===== src/rtl/xfer_dec_pkg.sv =====
/*
  Constants for the data-transfer instruction decoder: opcode patterns,
  field positions, operation codes and execution cycle counts.
  Assumes a byte-wide prefetch stream feeding the decoder.
*/
package xfer_dec_pkg;

  // Opcode patterns
  localparam logic [7:0] OPC_SEG_TO_RM   = 8'h8C;
  localparam logic [7:0] OPC_RM_TO_SEG   = 8'h8E;
  localparam logic [7:0] OPC_GRP_FF      = 8'hFF;
  localparam logic [5:0] OPC_PUSH_IMM    = 6'h1A;  // 011010 in bits 7:2
  localparam logic [7:0] OPC_STORE_ALL   = 8'h60;
  localparam logic [6:0] OPC_SWAP        = 7'h43;  // 1000011 in bits 7:1
  localparam logic [7:0] OPC_ACC_FLAGS   = 8'h9E;
  localparam logic [2:0] OPC_POP_SEG_LO  = 3'h7;   // 111 in bits 2:0
  localparam logic [2:0] OPC_POP_SEG_HI  = 3'h0;   // 000 in bits 7:5
  localparam logic [2:0] FF_PUSH_MEM     = 3'h6;   // 110 in reg field
  localparam logic [1:0] SEG_POP_BAD     = 2'h1;   // Register 01 cannot pop
  localparam logic [1:0] MOD_REG         = 2'h3;

  // Field positions
  localparam int MOD_HI  = 7;
  localparam int MOD_LO  = 6;
  localparam int REG_HI  = 5;
  localparam int REG_LO  = 3;
  localparam int SEG_HI  = 4;
  localparam int SEG_LO  = 3;
  localparam int SEG_ZB  = 5;
  localparam int W_BIT   = 0;
  localparam int S_BIT   = 1;

  // Execution cycle counts
  localparam logic [6:0] CYC_SEG_TO_REG = 7'h02;  // 2
  localparam logic [6:0] CYC_SEG_TO_MEM = 7'h0F;  // 15
  localparam logic [6:0] CYC_REG_TO_SEG = 7'h02;  // 2
  localparam logic [6:0] CYC_MEM_TO_SEG = 7'h0D;  // 13
  localparam logic [6:0] CYC_PUSH_MEM   = 7'h14;  // 20
  localparam logic [6:0] CYC_PUSH_IMM   = 7'h0E;  // 14
  localparam logic [6:0] CYC_STORE_ALL  = 7'h44;  // 68
  localparam logic [6:0] CYC_POP_SEG    = 7'h0C;  // 12
  localparam logic [6:0] CYC_SWAP_REG   = 7'h04;  // 4
  localparam logic [6:0] CYC_SWAP_MEM   = 7'h11;  // 17
  localparam logic [6:0] CYC_ACC_FLAGS  = 7'h03;  // 3

  // Decoded operation
  typedef enum logic [3:0] {
    OP_NONE       = 4'h0,
    OP_SEG_TO_RM  = 4'h1,
    OP_RM_TO_SEG  = 4'h2,
    OP_PUSH_MEM   = 4'h3,
    OP_PUSH_IMM   = 4'h4,
    OP_STORE_ALL  = 4'h5,
    OP_POP_SEG    = 4'h6,
    OP_SWAP       = 4'h7,
    OP_ACC_FLAGS  = 4'h8,
    OP_ILLEGAL    = 4'h9
  } op_type;

endpackage


===== src/rtl/xfer_decoder.sv =====
/*
  Data-transfer instruction decoder. Takes opcode bytes one per valid
  strobe, gathers the operand byte and immediate bytes, then issues one
  decoded operation with its cycle count, width and fields.
  Assumes the byte stream is synchronous to clk_i and that the execution
  unit consumes each issue pulse; the stream may pause between bytes.
*/
`timescale 1ns/100ps
// Contract
// - 8C copies segment to r/m, 2/15 clocks
// - 8E loads segment from r/m, 2/13
// - FF with reg 110 pushes memory, 20
// - 011010s0 push immediate, 14, s picks bytes
// - 60 pushes all registers, 68 clocks
// - 000 sr 111 pops segment, 12; sr 01 bad
// - 1000011w swaps reg with r/m, 4/17
// - 9E copies accumulator high byte to flags
module xfer_decoder
(
  input  wire logic                clk_i,
  input  wire logic                nrst_i,
  input  wire logic                byte_valid_i,
  input  wire logic [7:0]          byte_i,
  output logic                     issue_o,
  output xfer_dec_pkg::op_type     op_o,
  output logic [6:0]               cycles_o,
  output logic                     word_o,
  output logic                     mem_o,
  output logic [7:0]               modrm_o,
  output logic [15:0]              imm_o
);
  import xfer_dec_pkg::*;

  typedef enum logic [1:0] {
    ST_OPC   = 2'b00,
    ST_MODRM = 2'b01,
    ST_IMM0  = 2'b10,
    ST_IMM1  = 2'b11
  } state_type;

  logic [1:0]  rst_sync_ff;
  logic        rst_n;
  state_type   state_ff;
  logic [7:0]  opc_ff;
  logic        issue_ff;
  op_type      op_ff;
  logic [6:0]  cyc_ff;
  logic        word_ff;
  logic        mem_ff;
  logic [7:0]  modrm_ff;
  logic [15:0] imm_ff;

  // Opcode needs an operand byte
  function automatic logic needs_modrm(input logic [7:0] b);
    return (b == OPC_SEG_TO_RM) || (b == OPC_RM_TO_SEG) ||
           (b == OPC_GRP_FF) || (b[7:1] == OPC_SWAP);
  endfunction

  // Push-immediate opcode, bit 0 fixed at zero
  function automatic logic is_push_imm(input logic [7:0] b);
    return (b[7:2] == OPC_PUSH_IMM) && !b[W_BIT];
  endfunction

  // Operand byte names a register, not memory
  function automatic logic mod_is_reg(input logic [7:0] m);
    return m[MOD_HI:MOD_LO] == MOD_REG;
  endfunction

  // Single-byte segment pop pattern
  function automatic logic is_pop_seg(input logic [7:0] b);
    return (b[7:5] == OPC_POP_SEG_HI) && (b[2:0] == OPC_POP_SEG_LO);
  endfunction

  // Reset release through two flops
  always_ff @(posedge clk_i or negedge nrst_i) begin
    if (!nrst_i) begin
      rst_sync_ff <= 2'b00;
    end else begin
      rst_sync_ff <= {rst_sync_ff[0], 1'b1};
    end
  end
  assign rst_n = rst_sync_ff[1];

  // Byte gathering sequence
  always_ff @(posedge clk_i or negedge rst_n) begin
    if (!rst_n) begin
      state_ff <= ST_OPC;
      opc_ff   <= 8'h00;
      modrm_ff <= 8'h00;
      imm_ff   <= 16'h0000;
    end else if (byte_valid_i) begin
      unique case (state_ff)
        ST_OPC: begin
          opc_ff <= byte_i;
          if (needs_modrm(byte_i)) begin
            state_ff <= ST_MODRM;
          end else if (is_push_imm(byte_i)) begin
            state_ff <= ST_IMM0;
          end
        end
        ST_MODRM: begin
          modrm_ff <= byte_i;
          state_ff <= ST_OPC;
        end
        ST_IMM0: begin
          imm_ff <= {{8{byte_i[7]}}, byte_i};
          if (opc_ff[S_BIT]) begin
            state_ff <= ST_OPC;
          end else begin
            state_ff <= ST_IMM1;
          end
        end
        ST_IMM1: begin
          imm_ff[15:8] <= byte_i;
          state_ff     <= ST_OPC;
        end
      endcase
    end
  end

  // Decode and issue one operation per complete instruction
  always_ff @(posedge clk_i or negedge rst_n) begin
    if (!rst_n) begin
      issue_ff <= 1'b0;
      op_ff    <= OP_NONE;
      cyc_ff   <= 7'h00;
      word_ff  <= 1'b0;
      mem_ff   <= 1'b0;
    end else begin
      issue_ff <= 1'b0;
      if (byte_valid_i) begin
        unique case (state_ff)
          ST_OPC: begin
            if (!needs_modrm(byte_i) && !is_push_imm(byte_i)) begin
              issue_ff <= 1'b1;
              mem_ff   <= 1'b0;
              word_ff  <= 1'b1;
              if (byte_i == OPC_STORE_ALL) begin
                op_ff  <= OP_STORE_ALL;
                cyc_ff <= CYC_STORE_ALL;
              end else if (byte_i == OPC_ACC_FLAGS) begin
                op_ff   <= OP_ACC_FLAGS;
                cyc_ff  <= CYC_ACC_FLAGS;
                word_ff <= 1'b0;
              end else if (is_pop_seg(byte_i) &&
                           byte_i[SEG_HI:SEG_LO] != SEG_POP_BAD) begin
                op_ff  <= OP_POP_SEG;
                cyc_ff <= CYC_POP_SEG;
              end else begin
                op_ff  <= OP_ILLEGAL;
                cyc_ff <= 7'h00;
              end
            end
          end
          ST_MODRM: begin
            issue_ff <= 1'b1;
            mem_ff   <= !mod_is_reg(byte_i);
            word_ff  <= 1'b1;
            if (opc_ff == OPC_SEG_TO_RM && !byte_i[SEG_ZB]) begin
              op_ff  <= OP_SEG_TO_RM;
              cyc_ff <= mod_is_reg(byte_i) ?
                        CYC_SEG_TO_REG : CYC_SEG_TO_MEM;
            end else if (opc_ff == OPC_RM_TO_SEG && !byte_i[SEG_ZB]) begin
              op_ff  <= OP_RM_TO_SEG;
              cyc_ff <= mod_is_reg(byte_i) ?
                        CYC_REG_TO_SEG : CYC_MEM_TO_SEG;
            end else if (opc_ff == OPC_GRP_FF &&
                         byte_i[REG_HI:REG_LO] == FF_PUSH_MEM) begin
              op_ff  <= OP_PUSH_MEM;
              cyc_ff <= CYC_PUSH_MEM;
            end else if (opc_ff[7:1] == OPC_SWAP) begin
              op_ff   <= OP_SWAP;
              cyc_ff  <= mod_is_reg(byte_i) ?
                         CYC_SWAP_REG : CYC_SWAP_MEM;
              // width bit selects byte or word
              word_ff <= opc_ff[W_BIT];
            end else begin
              op_ff  <= OP_ILLEGAL;
              cyc_ff <= 7'h00;
            end
          end
          ST_IMM0: begin
            if (opc_ff[S_BIT]) begin
              issue_ff <= 1'b1;
              op_ff    <= OP_PUSH_IMM;
              cyc_ff   <= CYC_PUSH_IMM;
              word_ff  <= 1'b1;
              mem_ff   <= 1'b0;
            end
          end
          ST_IMM1: begin
            issue_ff <= 1'b1;
            op_ff    <= OP_PUSH_IMM;
            cyc_ff   <= CYC_PUSH_IMM;
            word_ff  <= 1'b1;
            mem_ff   <= 1'b0;
          end
        endcase
      end
    end
  end

  assign issue_o  = issue_ff;
  assign op_o     = op_ff;
  assign cycles_o = cyc_ff;
  assign word_o   = word_ff;
  assign mem_o    = mem_ff;
  assign modrm_o  = modrm_ff;
  assign imm_o    = imm_ff;
endmodule


===== config.mk =====
export PLATFORM = sky130hd
export DESIGN_NAME = xfer_decoder
export DESIGN_NICKNAME = d
export VERILOG_FILES = /design/src/rtl/xfer_dec_pkg.sv /design/src/rtl/xfer_decoder.sv
export SDC_FILE = /design/constraint.sdc
export NUM_CORES = 1
export LEC_CHECK = 0
export BUFFER_PORTS_ARGS = -buffer_cell sky130_fd_sc_hd__clkbuf_2
export CAP_MARGIN = 20
export CORE_MARGIN = 2
export CORE_UTILIZATION = 54
export CTS_CLUSTER_DIAMETER = 50
export DETAILED_ROUTE_END_ITERATION = 10
export PLACE_DENSITY = 0.77
export SYNTH_ARGS = -nofsm -noshare
export SYNTH_HDL_FRONTEND = slang
export SYNTH_SLANG_ARGS = --single-unit

===== constraint.sdc =====
create_clock -name clk_i -period 2.1 [get_ports clk_i]
set_input_delay 0 -clock clk_i [delete_from_list [all_inputs] [get_ports clk_i]]
set_output_delay 0 -clock clk_i [all_outputs]
set_load 0.05 [all_outputs]

Yosys cells after proc, flatten, opt, wreduce, memory -nomap -nowiden
Index checks and enable logic that the tools add are counted.

cells by class
  reductions and logical operators = 25
  mux-type cells = 44
  eq/ne operators = 21

operator list
  operator                                       number
  == test 8 bit, second input constant           7
  two-way mux 4 bit                              13
  case mux 7 bit (4 select lines)                1
  two-way mux 5 bit                              5
  two-way mux 7 bit                              3
  case mux 4 bit (4 select lines)                1
  case mux 8 bit (2 select lines)                1
  == test 7 bit, second input constant           2
  two-way mux 1 bit                              13
  AND reduction 2 bit                            5
  == test 8 x 7 -> 1 bit, second input constant  1
  case mux 1 bit (4 select lines)                2
  logical AND 1 bit                              7
  == test 2 bit, second input constant           3
  == test 3 bit, second input constant           2
  == test 6 x 5 -> 1 bit, second input constant  1
  two-way mux 2 bit                              3
  case mux 2 bit (3 select lines)                1
  zero test 1 bit                                5
  != test 2 bit, second input constant           2
  zero test 3 bit                                1
  logical OR 1 bit                               3
  != test 3 bit, second input constant           1
  case mux 1 bit (3 select lines)                1
  other kinds (6)                                6

storage, ports and cells
  flip-flop bits (word level) = 50
  output and inout port bits = 38
  logic and storage cells = 101

Logic depth before layout (Yosys ltp)
  word-level depth = 9
  depth in mapped cells = 7
  gate-level depth less buffers = 5

Worst setup path after synthesis
OpenSTA, ideal clock, no wires.

  path kind = flip-flop to flip-flop
  start = register state_ff[1]
  end = register op_ff[1] (netlist: op_o[1])
  path buffers = 1
  path slack = 0.401 ns
  setup time = 0.067 ns
  required time = 2.033 ns
  cell stages (with the launch flop) = 7
  period minus slack after synthesis = 1.699 ns
  arrival = 1.632 ns
  cells stage by stage = dfrtp_1 clkbuf_1 or2_1 a41oi_1 or4b_1 o21ai_1 mux2_1

between the ends
  word-level cells in the longest chain between the ends = 3

RTL lines
  what                                              RTL line             RTL
  start: declaration                                xfer_decoder.sv:43   state_type state_ff;
  start signal: assignment                          xfer_decoder.sv:87   state_ff <= ST_OPC;
  start signal: assignment                          xfer_decoder.sv:96   state_ff <= ST_MODRM;
  start signal: assignment                          xfer_decoder.sv:98   state_ff <= ST_IMM0;
  == test 2 bit or zero test 2 bit (tied branches)  xfer_decoder.sv:132  unique case (state_ff)
  != test 2 bit (no line)                           n/a
  AND reduction 3 bit (no line)                     n/a
  end signal: assignment                            xfer_decoder.sv:139  op_ff <= OP_STORE_ALL;
  end signal: assignment                            xfer_decoder.sv:142  op_ff <= OP_ACC_FLAGS;
  end signal: assignment                            xfer_decoder.sv:147  op_ff <= OP_POP_SEG;
  end: declaration                                  xfer_decoder.sv:46   op_type op_ff;

Several ways; a longest one is shown, not always the timed one.
A chain may end at the register's enable or synchronous reset.

Worst setup path in the final report
Same ends and word-level chain as after synthesis.

==> metrics.txt <==
crit path time final=1.844 ns; Yosys cell types=45; Synth Area in XOR/XNOR=0%; most used routing layer=met2; n_diodes=0; Min-Delay Path Class=in2reg; I/O Buffers=47; first-pass GRT wire length=roughly 8000 um; Max FO, Critical Path=10; grt ovf=0; TritonRoute pass-1 iters=4; DIE AREA=approximately 5000 um2; Setup CP Type=reg2reg; worst relative slew slack=61.89%; Worst Path Arrival=approximately 2.1 ns; area growth from synthesis to layout=15.32%; flop2flop setup slack=0.26 ns; Cell Count, Final, Fillers Out=309; setup TNS=0 ns; IO Pins=between 40 and 50; Vias=1,740; met2 Use GR=31.34%; syn_area_per_cell=~11 um2; CP top delay family=simple AND/OR/NAND/NOR gates; Post-Synth Adder-Cell Area=0%; RR Startpoint=state_ff[1]; Post-synth EDFFs=0; Worst R2R Path Depth=5; Synth Area in Simple Gates=~15%; top_reg_cell synth=dfrtp_1; Detail Route Antenna Nets=0; Core ar.=4294 um2; fin util=a little under two thirds; synth warn=0; critical path launch point type=flop; fin area=about 2700 um2; DRC=0; internal power=between 1.5 and 2 mW; dpl hpwl=~3300 um; Final Hold Viols=0; CP max stage cell=or4b_1; WL/cell=roughly 16 um; RD Place Congestion=between 0.8 and 0.9; post-synthesis mux area share=16.11%; CTS tree=yes; grt met1 use=28.87%; Vias/cell=5.631; Worst path depth=5; Post-Place Cells=300; CP endpoint=op_o[1]; # rows=24; sequential cell area fraction in the yosys report=about half; WP buf/inv=0; CP Data Required Time=around 2.3 ns; largest net degree at the start of global routing=48; Post-CTS Setup Bufs=0; CTS Root Cell=clkbuf_8; Max Root-Sink Buffers=2; 1st-iter DRT viols=~110; leakage power=approximately 1.3 nW; NumNets Final=267; Starting Density=between 50% and 60%; final WL=4790 um; fraction of layout cells with a size suffix above 1=a little over a third; Min Hold Slack=0.009813 ns; dpl cell area=between 2000 and 3000 um2; crit path launch=state_ff[1]; die height=around 70 um; clock slew at reported path FFs=approximately 0.09 ns; Final setup violation count=0; CTS buffer count=5; RSZ-0062 raised after global routing=false; Worst VDD drop=between 0.4 and 0.5 mV; clock share of power=between 20% and 30%; Reg-to-Reg End=op_o[1]; Compound-Gate Fraction of Synth Area=between 10% and 20%; Mapped Cells=about 210; largest family of logic cells by synthesized area=multiplexers; Crit path largest cell delay=~0.5 ns; outcome=finished, final reports clean; Die X=70.23 um; Syn Nets=approximately 230; Setup Skew=between 0.008 and 0.009 ns; Clock Latency Late Sink=approximately 0.3 ns; FMAX=542.3 MHz; vias in the first global route=~1,700; worst-margin pin slew=approximately 0.57 ns; cells along the critical path=or2_1, a41oi_1, or4b_1, o21ai_1, mux2_1; Seq pwr share=between 40% and 50%; met3 Use GR=between 4 and 5%; cell area after synthesis=between 2000 and 2500 um2; CTS HTree Levels=2; Sink Count=49; P_sw=around 0.96 mW; combinational power share=between 30% and 40%; maxcap violations=0; PD cells=roughly 900 nW/um2; Total GRT Usage=approximately a fifth; period utilization=between 80 and 90%; CP endpoint kind=flop; Sw Ratio=approximately 38%; fin. max-slew vios=0; initial antenna violation count=0; #FFs+latches synth=49; Post-synth ARST share=between 90% and 100%
## worst reg2reg max path, delay by kind of cell (launching register included)
| kind | cells | cell delay (ns) |
|---|---|---|
| AND/OR/NAND/NOR | 2 | 0.78 |
| flip-flops | 1 | 0.49 |
| AO/OA/AOI/OAI | 2 | 0.37 |
| multiplexers | 1 | 0.15 |
## synth_stat cells (3+ instances only)
library cell / count / area [um2]
mux2_4: 6 / 90.09
nand2_1: 23 / 86.33
a21oi_1: 10 / 50.05
or3_1: 3 / 18.77
mux2_2: 18 / 202.7
clkbuf_1: 12 / 45.04
nand4_1: 4 / 25.02
inv_1: 5 / 18.77
dfrtp_1: 49 / 1226
nor2b_1: 4 / 25.02
o21ai_0: 8 / 40.04
o21ai_1: 14 / 70.07
nor2_1: 5 / 18.77
nand3_1: 5 / 25.02
nand2b_1: 5 / 31.28
mux2_1: 7 / 78.83
## through the flow
step / worst slack (ns) / total power [mW]
5_1_grt: 0.1437 / 2.635
3_5_place_dp: 0.3062 / 1.948
2_1_floorplan: 0.4010 / 1.767
4_1_cts: 0.2821 / 2.542
3_3_place_gp: 0.3471 / 1.930
6_report: 0.2561 / 2.522
## what timing repair did
item,in CTS,in global routing
gates resized for setup,0,1
hold endpoints to repair,2,0
setup endpoints to repair,0,1
hold buffers,1,0
## how the worst min path moves through the flow
stage	start	to	depth (start not counted)
4_1_cts	nrst_i	rst_sync_ff[1]	2
2_1_floorplan	nrst_i	rst_sync_ff[0]	0
3_3_place_gp	nrst_i	rst_sync_ff[0]	1
3_5_place_dp	nrst_i	rst_sync_ff[0]	1
6_report	byte_valid_i	state_ff[0]	3
5_1_grt	nrst_i	rst_sync_ff[1]	2
## sequential cells by signal (all words and copies together), names as in the netlist
signal / flops
opc_ff: 8
mem_o: 1
issue_o: 1
cycles_o: 6
rst_sync_ff: 2
word_o: 1
state_ff: 2
modrm_o: 8
imm_o: 16
op_o: 4
## cells by family after synthesis
group	Yosys count
buffers and inverters	22
AO/OA/AOI/OAI	44
AND/OR/NAND/NOR	65
other	2
multiplexers	32
flip-flops	49
## layer usage
layer | up-vias | share of wire (%) | wire length (um)
met5 | - | 0 | 0
met4 | 0 | 1.3 | 63
met3 | 5 | 4.9 | 233
met2 | 56 | 47 | 2267
met1 | 849 | 46 | 2225
li1 | 830 | - | -
## area by class of cell
cell class                      instances  area [um2]
Clock buffer                            7       96.34
Multi-Input combinational cell        143        1044
Timing Repair Buffer                   52       275.3
Sequential cell                        49        1227
Fill cell                             364        1563
Tap cell                               52       65.06
Clock inverter                          1       5.005
Inverter                                5       18.77
## cells in the final DEF, fill, tap and decap left out, types with 2 or more instances in the layout
master,count
mux2_1,7
and3_1,2
or3_1,3
nor3b_1,2
clkbuf_2,47
mux2_4,6
nand2_1,23
nand4_1,4
o21ai_1,14
nor2_1,5
nand2b_1,5
buf_4,4
conb_1,2
a21oi_1,10
clkbuf_8,7
nand3_1,5
o21ai_0,8
mux2_2,18
inv_1,5
or2_1,2
dfrtp_1,48
nor2b_1,4
## power by group through the flow
stage	sequential [mW]	clock [mW]	combinational [mW]
2_1_floorplan	1.57	0	0.198
3_3_place_gp	1.17	0	0.762
3_5_place_dp	1.17	0	0.774
4_1_cts	1.16	0.609	0.776
5_1_grt	1.17	0.646	0.816
6_report	1.16	0.594	0.771
Note: power is estimated with default switching activity, not from simulation.
